$ cat config.mk
export PLATFORM = sky130hd
export DESIGN_NAME = psa_top
export DESIGN_NICKNAME = d
export VERILOG_FILES = /design/src/hw/psa_pkg.sv /design/src/hw/psa_top.sv
export SDC_FILE = /design/constraint.sdc
export NUM_CORES = 1
export LEC_CHECK = 0
export ABC_AREA = 1
export BUFFER_PORTS_ARGS = -buffer_cell sky130_fd_sc_hd__buf_2
export CAP_MARGIN = 15
export CELL_PAD_IN_SITES_DETAIL_PLACEMENT = 0
export CELL_PAD_IN_SITES_GLOBAL_PLACEMENT = 2
export CORE_UTILIZATION = 25
export CTS_CLUSTER_DIAMETER = 150
export CTS_CLUSTER_SIZE = 40
export DETAILED_ROUTE_END_ITERATION = 16
export PLACE_DENSITY = 0.64
export SETUP_SLACK_MARGIN = 0.5
export SLEW_MARGIN = 5
export SYNTH_ARGS = -nofsm -noshare
export SYNTH_HDL_FRONTEND = slang
export SYNTH_SLANG_ARGS = --single-unit
$ cat constraint.sdc
create_clock -name CORE_CLK -period 3.5 [get_ports CORE_CLK]
set_input_delay 0.175 -clock CORE_CLK [delete_from_list [all_inputs] [get_ports CORE_CLK]]
set_output_delay 0.175 -clock CORE_CLK [all_outputs]
set_load 0.01 [all_outputs]
$ cat src/hw/psa_pkg.sv
// Constants and types for the power state annunciator
package psa_pkg;
  localparam int unsigned CLK_HZ          = 20000000;
  localparam int unsigned BEEP_SHORT_MS   = 500;
  localparam int unsigned BEEP_LONG_MS    = 2000;
  localparam int unsigned BEEP_GAP_MS     = 500;
  localparam int unsigned INIT_MS         = 3000;
  localparam int unsigned DEBOUNCE_MS     = 20;
  localparam int unsigned SAMPLE_HZ       = 10;
  localparam int unsigned CYC_PER_MS      = CLK_HZ / 1000;
  localparam int unsigned BEEP_SHORT_CYC  = BEEP_SHORT_MS * CYC_PER_MS;
  localparam int unsigned BEEP_LONG_CYC   = BEEP_LONG_MS * CYC_PER_MS;
  localparam int unsigned BEEP_GAP_CYC    = BEEP_GAP_MS * CYC_PER_MS;
  localparam int unsigned INIT_CYC        = INIT_MS * CYC_PER_MS;
  localparam int unsigned DEBOUNCE_CYC    = DEBOUNCE_MS * CYC_PER_MS;
  // Least period at the highest allowed rate, rounded up
  localparam int unsigned SAMPLE_CYC      = (CLK_HZ + SAMPLE_HZ - 1) / SAMPLE_HZ;
  localparam int unsigned CNT_W           = 26;
  localparam int unsigned NUM_TRIG        = 4;
  localparam int unsigned NUM_LED         = 6;
  localparam int unsigned NUM_GPO         = 4;
  localparam logic [2:0]  NBEEP_PRESS     = 3'h1;
  localparam logic [2:0]  NBEEP_READY     = 3'h2;
  localparam logic [2:0]  NBEEP_DONE      = 3'h3;
  localparam logic [2:0]  NBEEP_ONE       = 3'h1;

  typedef enum logic [2:0] {
    PSA_INIT    = 3'b000,
    PSA_STANDBY = 3'b001,
    PSA_RUN     = 3'b011,
    PSA_ABORT   = 3'b010,
    PSA_SAVE    = 3'b110,
    PSA_EOFF    = 3'b111
  } psa_state_t;
endpackage : psa_pkg

$ cat src/hw/psa_top.sv
// Power state, annunciation and front I/O control
`timescale 1ns/100ps
module psa_top
  import psa_pkg::*;
#(
  parameter int unsigned INIT_CYCLES     = INIT_CYC,
  parameter int unsigned DEBOUNCE_CYCLES = DEBOUNCE_CYC,
  parameter int unsigned SAMPLE_CYCLES   = SAMPLE_CYC,
  parameter int unsigned SHORT_CYCLES    = BEEP_SHORT_CYC,
  parameter int unsigned LONG_CYCLES     = BEEP_LONG_CYC,
  parameter int unsigned GAP_CYCLES      = BEEP_GAP_CYC
) (
  input  wire logic                CORE_CLK,
  input  wire logic                RST,
  input  wire logic                POWER_BTN_N,
  input  wire logic                REMOTE_BTN_N,
  input  wire logic                IGNITION_SENSE_INPUT,
  input  wire logic                BEEP_ENABLE,
  input  wire logic                READY_EVT,
  input  wire logic                MEAS_DONE_EVT,
  input  wire logic                ERROR_EVT,
  input  wire logic                PORT_OVERLOAD,
  input  wire logic                SAVE_DONE,
  input  wire logic [NUM_TRIG-1:0] TRIG_IN,
  input  wire logic [NUM_LED-1:0]  LED_STATE,
  input  wire logic [NUM_GPO-1:0]  APP_GPO,
  output logic                     BEEP,
  output logic                     STATUS_OUT,
  output logic                     PORTS_EN,
  output logic                     ABORT_REQ,
  output logic                     SAVE_REQ,
  output logic                     ERROR_IND,
  output logic [NUM_TRIG-1:0]      TRIG_SAMPLED,
  output logic [NUM_LED-1:0]       LED_MIRROR,
  output logic [NUM_GPO-1:0]       GPO
);

  localparam logic [CNT_W-1:0] DEB_MAX  = CNT_W'(DEBOUNCE_CYCLES - 1);
  localparam logic [CNT_W-1:0] SAMP_MAX = CNT_W'(SAMPLE_CYCLES - 1);
  localparam logic [CNT_W-1:0] INIT_MAX = CNT_W'(INIT_CYCLES - 1);
  localparam logic [CNT_W-1:0] SHRT_MAX = CNT_W'(SHORT_CYCLES - 1);
  localparam logic [CNT_W-1:0] LONG_MAX = CNT_W'(LONG_CYCLES - 1);
  localparam logic [CNT_W-1:0] GAP_MAX  = CNT_W'(GAP_CYCLES - 1);

  // Two-stage synchronisers for the button, ignition and trigger inputs
  logic [2:0] pin_s1_q, pin_s2_q;
  always_ff @(posedge CORE_CLK)
  begin
    if (RST)
    begin
      pin_s1_q <= 3'h7;
      pin_s2_q <= 3'h7;
    end
    else
    begin
      pin_s1_q <= {IGNITION_SENSE_INPUT, REMOTE_BTN_N, POWER_BTN_N};
      pin_s2_q <= pin_s1_q;
    end
  end

  logic [NUM_TRIG-1:0] trig_s1_q, trig_s2_q;
  always_ff @(posedge CORE_CLK)
  begin
    if (RST)
    begin
      trig_s1_q <= '0;
      trig_s2_q <= '0;
    end
    else
    begin
      trig_s1_q <= TRIG_IN;
      trig_s2_q <= trig_s1_q;
    end
  end

  // Debounce: level accepted only after holding for the full window
  logic [2:0]       deb_q, deb_prev_q;
  logic [CNT_W-1:0] deb_cnt_q [3];
  for (genvar i = 0; i < 3; i++)
  begin : g_deb
    always_ff @(posedge CORE_CLK)
    begin
      if (RST)
      begin
        deb_q[i]     <= 1'b1;
        deb_cnt_q[i] <= '0;
      end
      else if (pin_s2_q[i] == deb_q[i])
        deb_cnt_q[i] <= '0;
      else if (deb_cnt_q[i] == DEB_MAX)
      begin
        deb_q[i]     <= pin_s2_q[i];
        deb_cnt_q[i] <= '0;
      end
      else
        deb_cnt_q[i] <= deb_cnt_q[i] + 1'b1;
    end
  end

  always_ff @(posedge CORE_CLK)
  begin
    if (RST)
      deb_prev_q <= 3'h7;
    else
      deb_prev_q <= deb_q;
  end

  logic press, ign_rise, ign_fall;
  // Low-active buttons share one press path
  assign press    = (deb_prev_q[0] & ~deb_q[0]) | (deb_prev_q[1] & ~deb_q[1]);
  // Ignition resets to high so a high line at power-up yields no spurious rise
  assign ign_rise = ~deb_prev_q[2] & deb_q[2];
  assign ign_fall = deb_prev_q[2] & ~deb_q[2];

  // Power state machine
  psa_state_t       state_q;
  logic [CNT_W-1:0] init_cnt_q;
  logic             init_done;
  assign init_done = (state_q == PSA_INIT) && (init_cnt_q == INIT_MAX);

  always_ff @(posedge CORE_CLK)
  begin
    if (RST)
      init_cnt_q <= '0;
    else if (state_q == PSA_INIT && !init_done)
      init_cnt_q <= init_cnt_q + 1'b1;
  end

  always_ff @(posedge CORE_CLK)
  begin
    if (RST)
      state_q <= PSA_INIT;
    else
      case (state_q)
        PSA_INIT:
          if (init_done)
            state_q <= PSA_STANDBY;
        PSA_STANDBY:
          if (press || ign_rise)
            state_q <= PSA_RUN;
        PSA_RUN:
          if (PORT_OVERLOAD)
            state_q <= PSA_ABORT;
          else if (press || ign_fall)
            state_q <= PSA_STANDBY;
        PSA_ABORT:
          state_q <= PSA_SAVE;
        PSA_SAVE:
          if (SAVE_DONE)
            state_q <= PSA_EOFF;
        PSA_EOFF:
          state_q <= PSA_STANDBY;
        default:
          state_q <= PSA_INIT;
      endcase
  end

  // Overload step outputs
  always_ff @(posedge CORE_CLK)
  begin
    if (RST)
    begin
      PORTS_EN   <= 1'b0;
      ABORT_REQ  <= 1'b0;
      SAVE_REQ   <= 1'b0;
      STATUS_OUT <= 1'b0;
    end
    else
    begin
      PORTS_EN   <= (state_q == PSA_RUN) && !PORT_OVERLOAD;
      ABORT_REQ  <= (state_q == PSA_ABORT);
      SAVE_REQ   <= (state_q == PSA_SAVE);
      // Still on while aborting and saving; off in init, standby and emergency off
      STATUS_OUT <= (state_q == PSA_RUN) || (state_q == PSA_ABORT)
                    || (state_q == PSA_SAVE);
    end
  end

  always_ff @(posedge CORE_CLK)
  begin
    if (RST)
      ERROR_IND <= 1'b0;
    else if (state_q == PSA_EOFF)
      ERROR_IND <= 1'b1;
    else if (press)
      ERROR_IND <= 1'b0;
  end

  // Beep sequencer; a new request is ignored while a pattern plays
  logic             err_start;
  logic             beep_req;
  logic [2:0]       req_n;
  logic             req_long;
  logic [2:0]       beeps_q;
  logic             long_q, on_q;
  logic [CNT_W-1:0] bcnt_q;
  logic             busy;
  assign busy      = (beeps_q != 3'h0);
  assign err_start = ERROR_EVT || (state_q == PSA_EOFF);
  always_comb
  begin
    beep_req = 1'b1;
    req_long = 1'b0;
    req_n    = NBEEP_PRESS;
    if (err_start)
    begin
      req_long = 1'b1;
      req_n    = NBEEP_ONE;
    end
    else if (press && state_q != PSA_INIT)
      req_n = NBEEP_PRESS;
    else if (init_done)
      req_n = NBEEP_ONE;
    else if (READY_EVT)
      req_n = NBEEP_READY;
    else if (MEAS_DONE_EVT)
      req_n = NBEEP_DONE;
    else
      beep_req = 1'b0;
  end

  always_ff @(posedge CORE_CLK)
  begin
    if (RST)
    begin
      beeps_q <= 3'h0;
      long_q  <= 1'b0;
      on_q    <= 1'b0;
      bcnt_q  <= '0;
    end
    else if (!busy)
    begin
      if (beep_req && BEEP_ENABLE)
      begin
        beeps_q <= req_n;
        long_q  <= req_long;
        on_q    <= 1'b1;
        bcnt_q  <= '0;
      end
    end
    else if (on_q && bcnt_q == (long_q ? LONG_MAX : SHRT_MAX))
    begin
      on_q    <= 1'b0;
      bcnt_q  <= '0;
      beeps_q <= beeps_q - 3'h1;
    end
    else if (!on_q && bcnt_q == GAP_MAX)
    begin
      on_q   <= 1'b1;
      bcnt_q <= '0;
    end
    else
      bcnt_q <= bcnt_q + 1'b1;
  end

  always_ff @(posedge CORE_CLK)
  begin
    if (RST)
      BEEP <= 1'b0;
    else
      BEEP <= BEEP_ENABLE && on_q && busy;
  end

  // Trigger sampling at the slow rate
  logic [CNT_W-1:0] samp_cnt_q;
  always_ff @(posedge CORE_CLK)
  begin
    if (RST)
    begin
      samp_cnt_q   <= '0;
      TRIG_SAMPLED <= '0;
    end
    else if (samp_cnt_q == SAMP_MAX)
    begin
      samp_cnt_q   <= '0;
      TRIG_SAMPLED <= trig_s2_q;
    end
    else
      samp_cnt_q <= samp_cnt_q + 1'b1;
  end

  always_ff @(posedge CORE_CLK)
  begin
    if (RST)
    begin
      LED_MIRROR <= '0;
      GPO        <= '0;
    end
    else
    begin
      LED_MIRROR <= LED_STATE;
      GPO        <= APP_GPO;
    end
  end
endmodule : psa_top

==> flow_summary_export.csv <==
group,metric,value,unit
run_status,status,"completed",
clock_network,cts_buffers,10,
die,core.rowCount,78,
die,initial_core_util,25.5,%
detailed_routing,wirelength,30800,um
setup_path,critPathBufInv,3,
setup_path,timing.critical_path.fanout_max,20,
pwr,p_leak,5.02,nW
logic_synthesis,synth_top_cell_by_area,"dfxtp_1",
timing,setup_viol,0,
timing,relSlewSlack,33.6,%
logic_synthesis,synth.avg_cell_area,7.25,um^2
pwr,ir_drop,0.291,mV
pwr,combPwrFrac,15.5,%
setup_path,path_class,"reg2reg",
placement,dp_hpwl,23000,um
clock_network,cts_root_buffer,"clkbuf_16",
pwr,total_power,5.00,mW
pwr,seq_power_share,53.7,%
detailed_routing,drt_pass1_iterations,5,
logic_synthesis,synthDistinctLibCells,49,
clock_network,clock-sinks,204,
pwr,power_density,378,nW/um^2
global_route,use_met1,18.3,%
pwr,pwr-share-clk,30.8,%
logic_synthesis,yosysMostFrequentCell,"nand2_1",
global_route,met2_usage,22.6,%
timing,fin_crit_sh,73.7,%
timing,rsz0062_at_grt,"no",
logic_synthesis,synth.area.top_cells,"dfxtp_1 (22%), edfxtp_1 (20%), nand2_1 (11%)",
global_route,busiest_layer,"met2",
logic_synthesis,synth_edf_count,78,
setup_path,critPathMaxStageDelay,0.82,ns
die,dieHeight,217,um
layout,diodes,0,
detailed_routing,post_drt_via_cell_ratio,4.35,
global_route,overflow,0,
global_route,grt_pass1_wl,51500,um
die,pin_count,45,
detailed_routing,drtIter0Drc,581,
detailed_routing,wl_per_cell,13.3,um
detailed_routing,vias,10109,
global_route,grt_pass1_vias,9820,
layout,final_nets,1752,
die,die_area,47300,um^2
clock_network,clk_pin_slew,0.15,ns
die,die_x,217,um
setup_path,required,3.85,ns
timing,fin_skew,0.0511,ns
logic_synthesis,ys_ff_latch,204,
timing,worst_pin_slew,0.996,ns
pwr,swShare,31.7,%
timing,fin_setup_tns,0,ns
logic_synthesis,ys_seq_area_share,41.9,%
layout,drive_gt1_share,8.19,%
pwr,p_sw,1.58,mW
setup_path,slowest_stage,"ha_1",
logic_synthesis,yosys_warnings,0,
global_route,antenna_found_initial,0,
global_route,grt_use_met3,1.16,%
layout,fill_cells,5098,
pwr,p_int,3.41,mW
clock_network,clkLatencyLatePin,0.51,ns
min_path,hold_path_class,"in2reg",
clock_network,cts_tree,"done",
logic_synthesis,synthCells,1600,
logic_synthesis,async_flop_share,0,%
logic_synthesis,synth_top_area_share,21.7,%
timing,fmaxAchievable,388,MHz
setup_path,cp-end-kind,"flop",
logic_synthesis,syn_area,11600,um^2
timing,fin_crit,2.58,ns
timing,maxSlewViolCount,0,
setup_path,cp-start-kind,"flop",
logic_synthesis,synth_common_cells,"nand2_1 (355), nor2_1 (218), inv_1 (208), dfxtp_1 (126), nand3_1 (105)",
detailed_routing,drc_errors,0,
clock_network,htreeDepth,1,
timing,hold_violations,0,
die,core,45600,um^2
layout,syn2layout_area_growth,13.8,%
setup_path,critical-path-top-delay-family,"adder cells",
setup_path,cp.arrival,2.93,ns
detailed_routing,ant_nets,0,
logic_synthesis,synth_ff_type,"dfxtp_1",
global_route,grt_use_total,13.3,%
global_route,grt_max_degree,74,
placement,io_buffers,44,
setup_path,crit_chain,"inv_1, ha_1, ha_1, inv_1, buf_4, o21ai_0, a21oi_1",
clock_network,ctsResizeCount,0,
placement,place.gp.congestion,0.785,
run,max_cap_violations,0,
clock_network,clock_path_buffers,3,
==> state kept, by name (all words and copies together) (netlist names), 4 cells and up <==
register	cells
deb_cnt_q	78
bcnt_q	26
init_cnt_q	26
samp_cnt_q	26
LED_MIRROR	6
GPO	4
TRIG_SAMPLED	4
trig_s1_q	4
trig_s2_q	4
==> cell families after synthesis <==
family / share of synthesized area [%]
simple gates: 36.3
buf+inv: 9.06
flops: 41.9
compound gates: 6.90
xor+xnor: 4.83
fa+ha+maj: 0.971
other cells: 0.0323
==> cell type report <==
class,instances,area (um^2),share of cell area [%]
clock inverters,5,86.3,0.654
inverters,216,813,6.16
multi-input cells,1219,5980,45.2
flip-flops and latches,204,4860,36.8
repair buffers,67,440,3.33
well taps,600,751,5.68
clock buffers,11,275,2.08
==> final timing paths <==
check | startpoint | endpoint | slack, ns | cells past startpoint
worst max-delay path | beeps_q[0] | long_q | 0.92 | 7
worst min-delay path | RST | deb_q[1] | 0.04 | 3
worst max register to register | beeps_q[0] | long_q | 0.92 | 7
worst min register to register | trig_s1_q[0] | trig_s2_q[0] | 0.42 | 2
==> power groups by stage <==
stage,Sequential [mW],Combinational (mW),Clock [mW]
after floorplan,2.70,0.616,0
after CTS,2.68,0.797,1.64
final,2.68,0.776,1.54
after detailed placement,2.74,0.776,0
after global routing,2.70,0.887,1.70
after global placement,2.73,0.775,0
==> stage by stage <==
step	hold slack [ns]	utilization (%)	setup WS, ns	cell area, um^2	cells
floorplan	0.279	-	1.73	11900	1677
global placement	0.367	27.8	0.906	12700	2287
detailed placement	0.364	27.8	0.853	12700	2287
CTS	0.0508	29.0	0.840	13200	2322
global route	0.0605	29.0	0.666	13200	2322
finish	0.0421	29.0	0.922	13200	2322
==> placed cells by master, fill, tap and decap left out, drive strengths merged, types with 44 or more instances in the layout <==
master / n
conb: 78
buf: 48
xor2: 44
inv: 217
edfxtp: 78
nand3: 108
a21oi: 102
dfxtp: 126
nor2: 236
nor3: 84
nand4: 44
nand2: 375
==> worst reg2reg max path, delay by kind of cell, from the launching register on <==
family | cells | cell delay (ns)
buf+inv | 3 | 0.87
fa+ha+maj | 2 | 0.98
flops | 1 | 0.34
compound gates | 2 | 0.25
==> routing by layer <==
layer  routed length, um  share of wire [%]
met1               15700                 51
met2               14100                 46
met3                 532                1.7
met4                 462                1.5
met5                   0                  0
==> timing repair <==
item,CTS,global route
hold endpoints to repair,20,0
buffers inserted,0,0
hold buffers,19,0
setup endpoints to repair,0,0
Power figures use the tool's default switching activity.
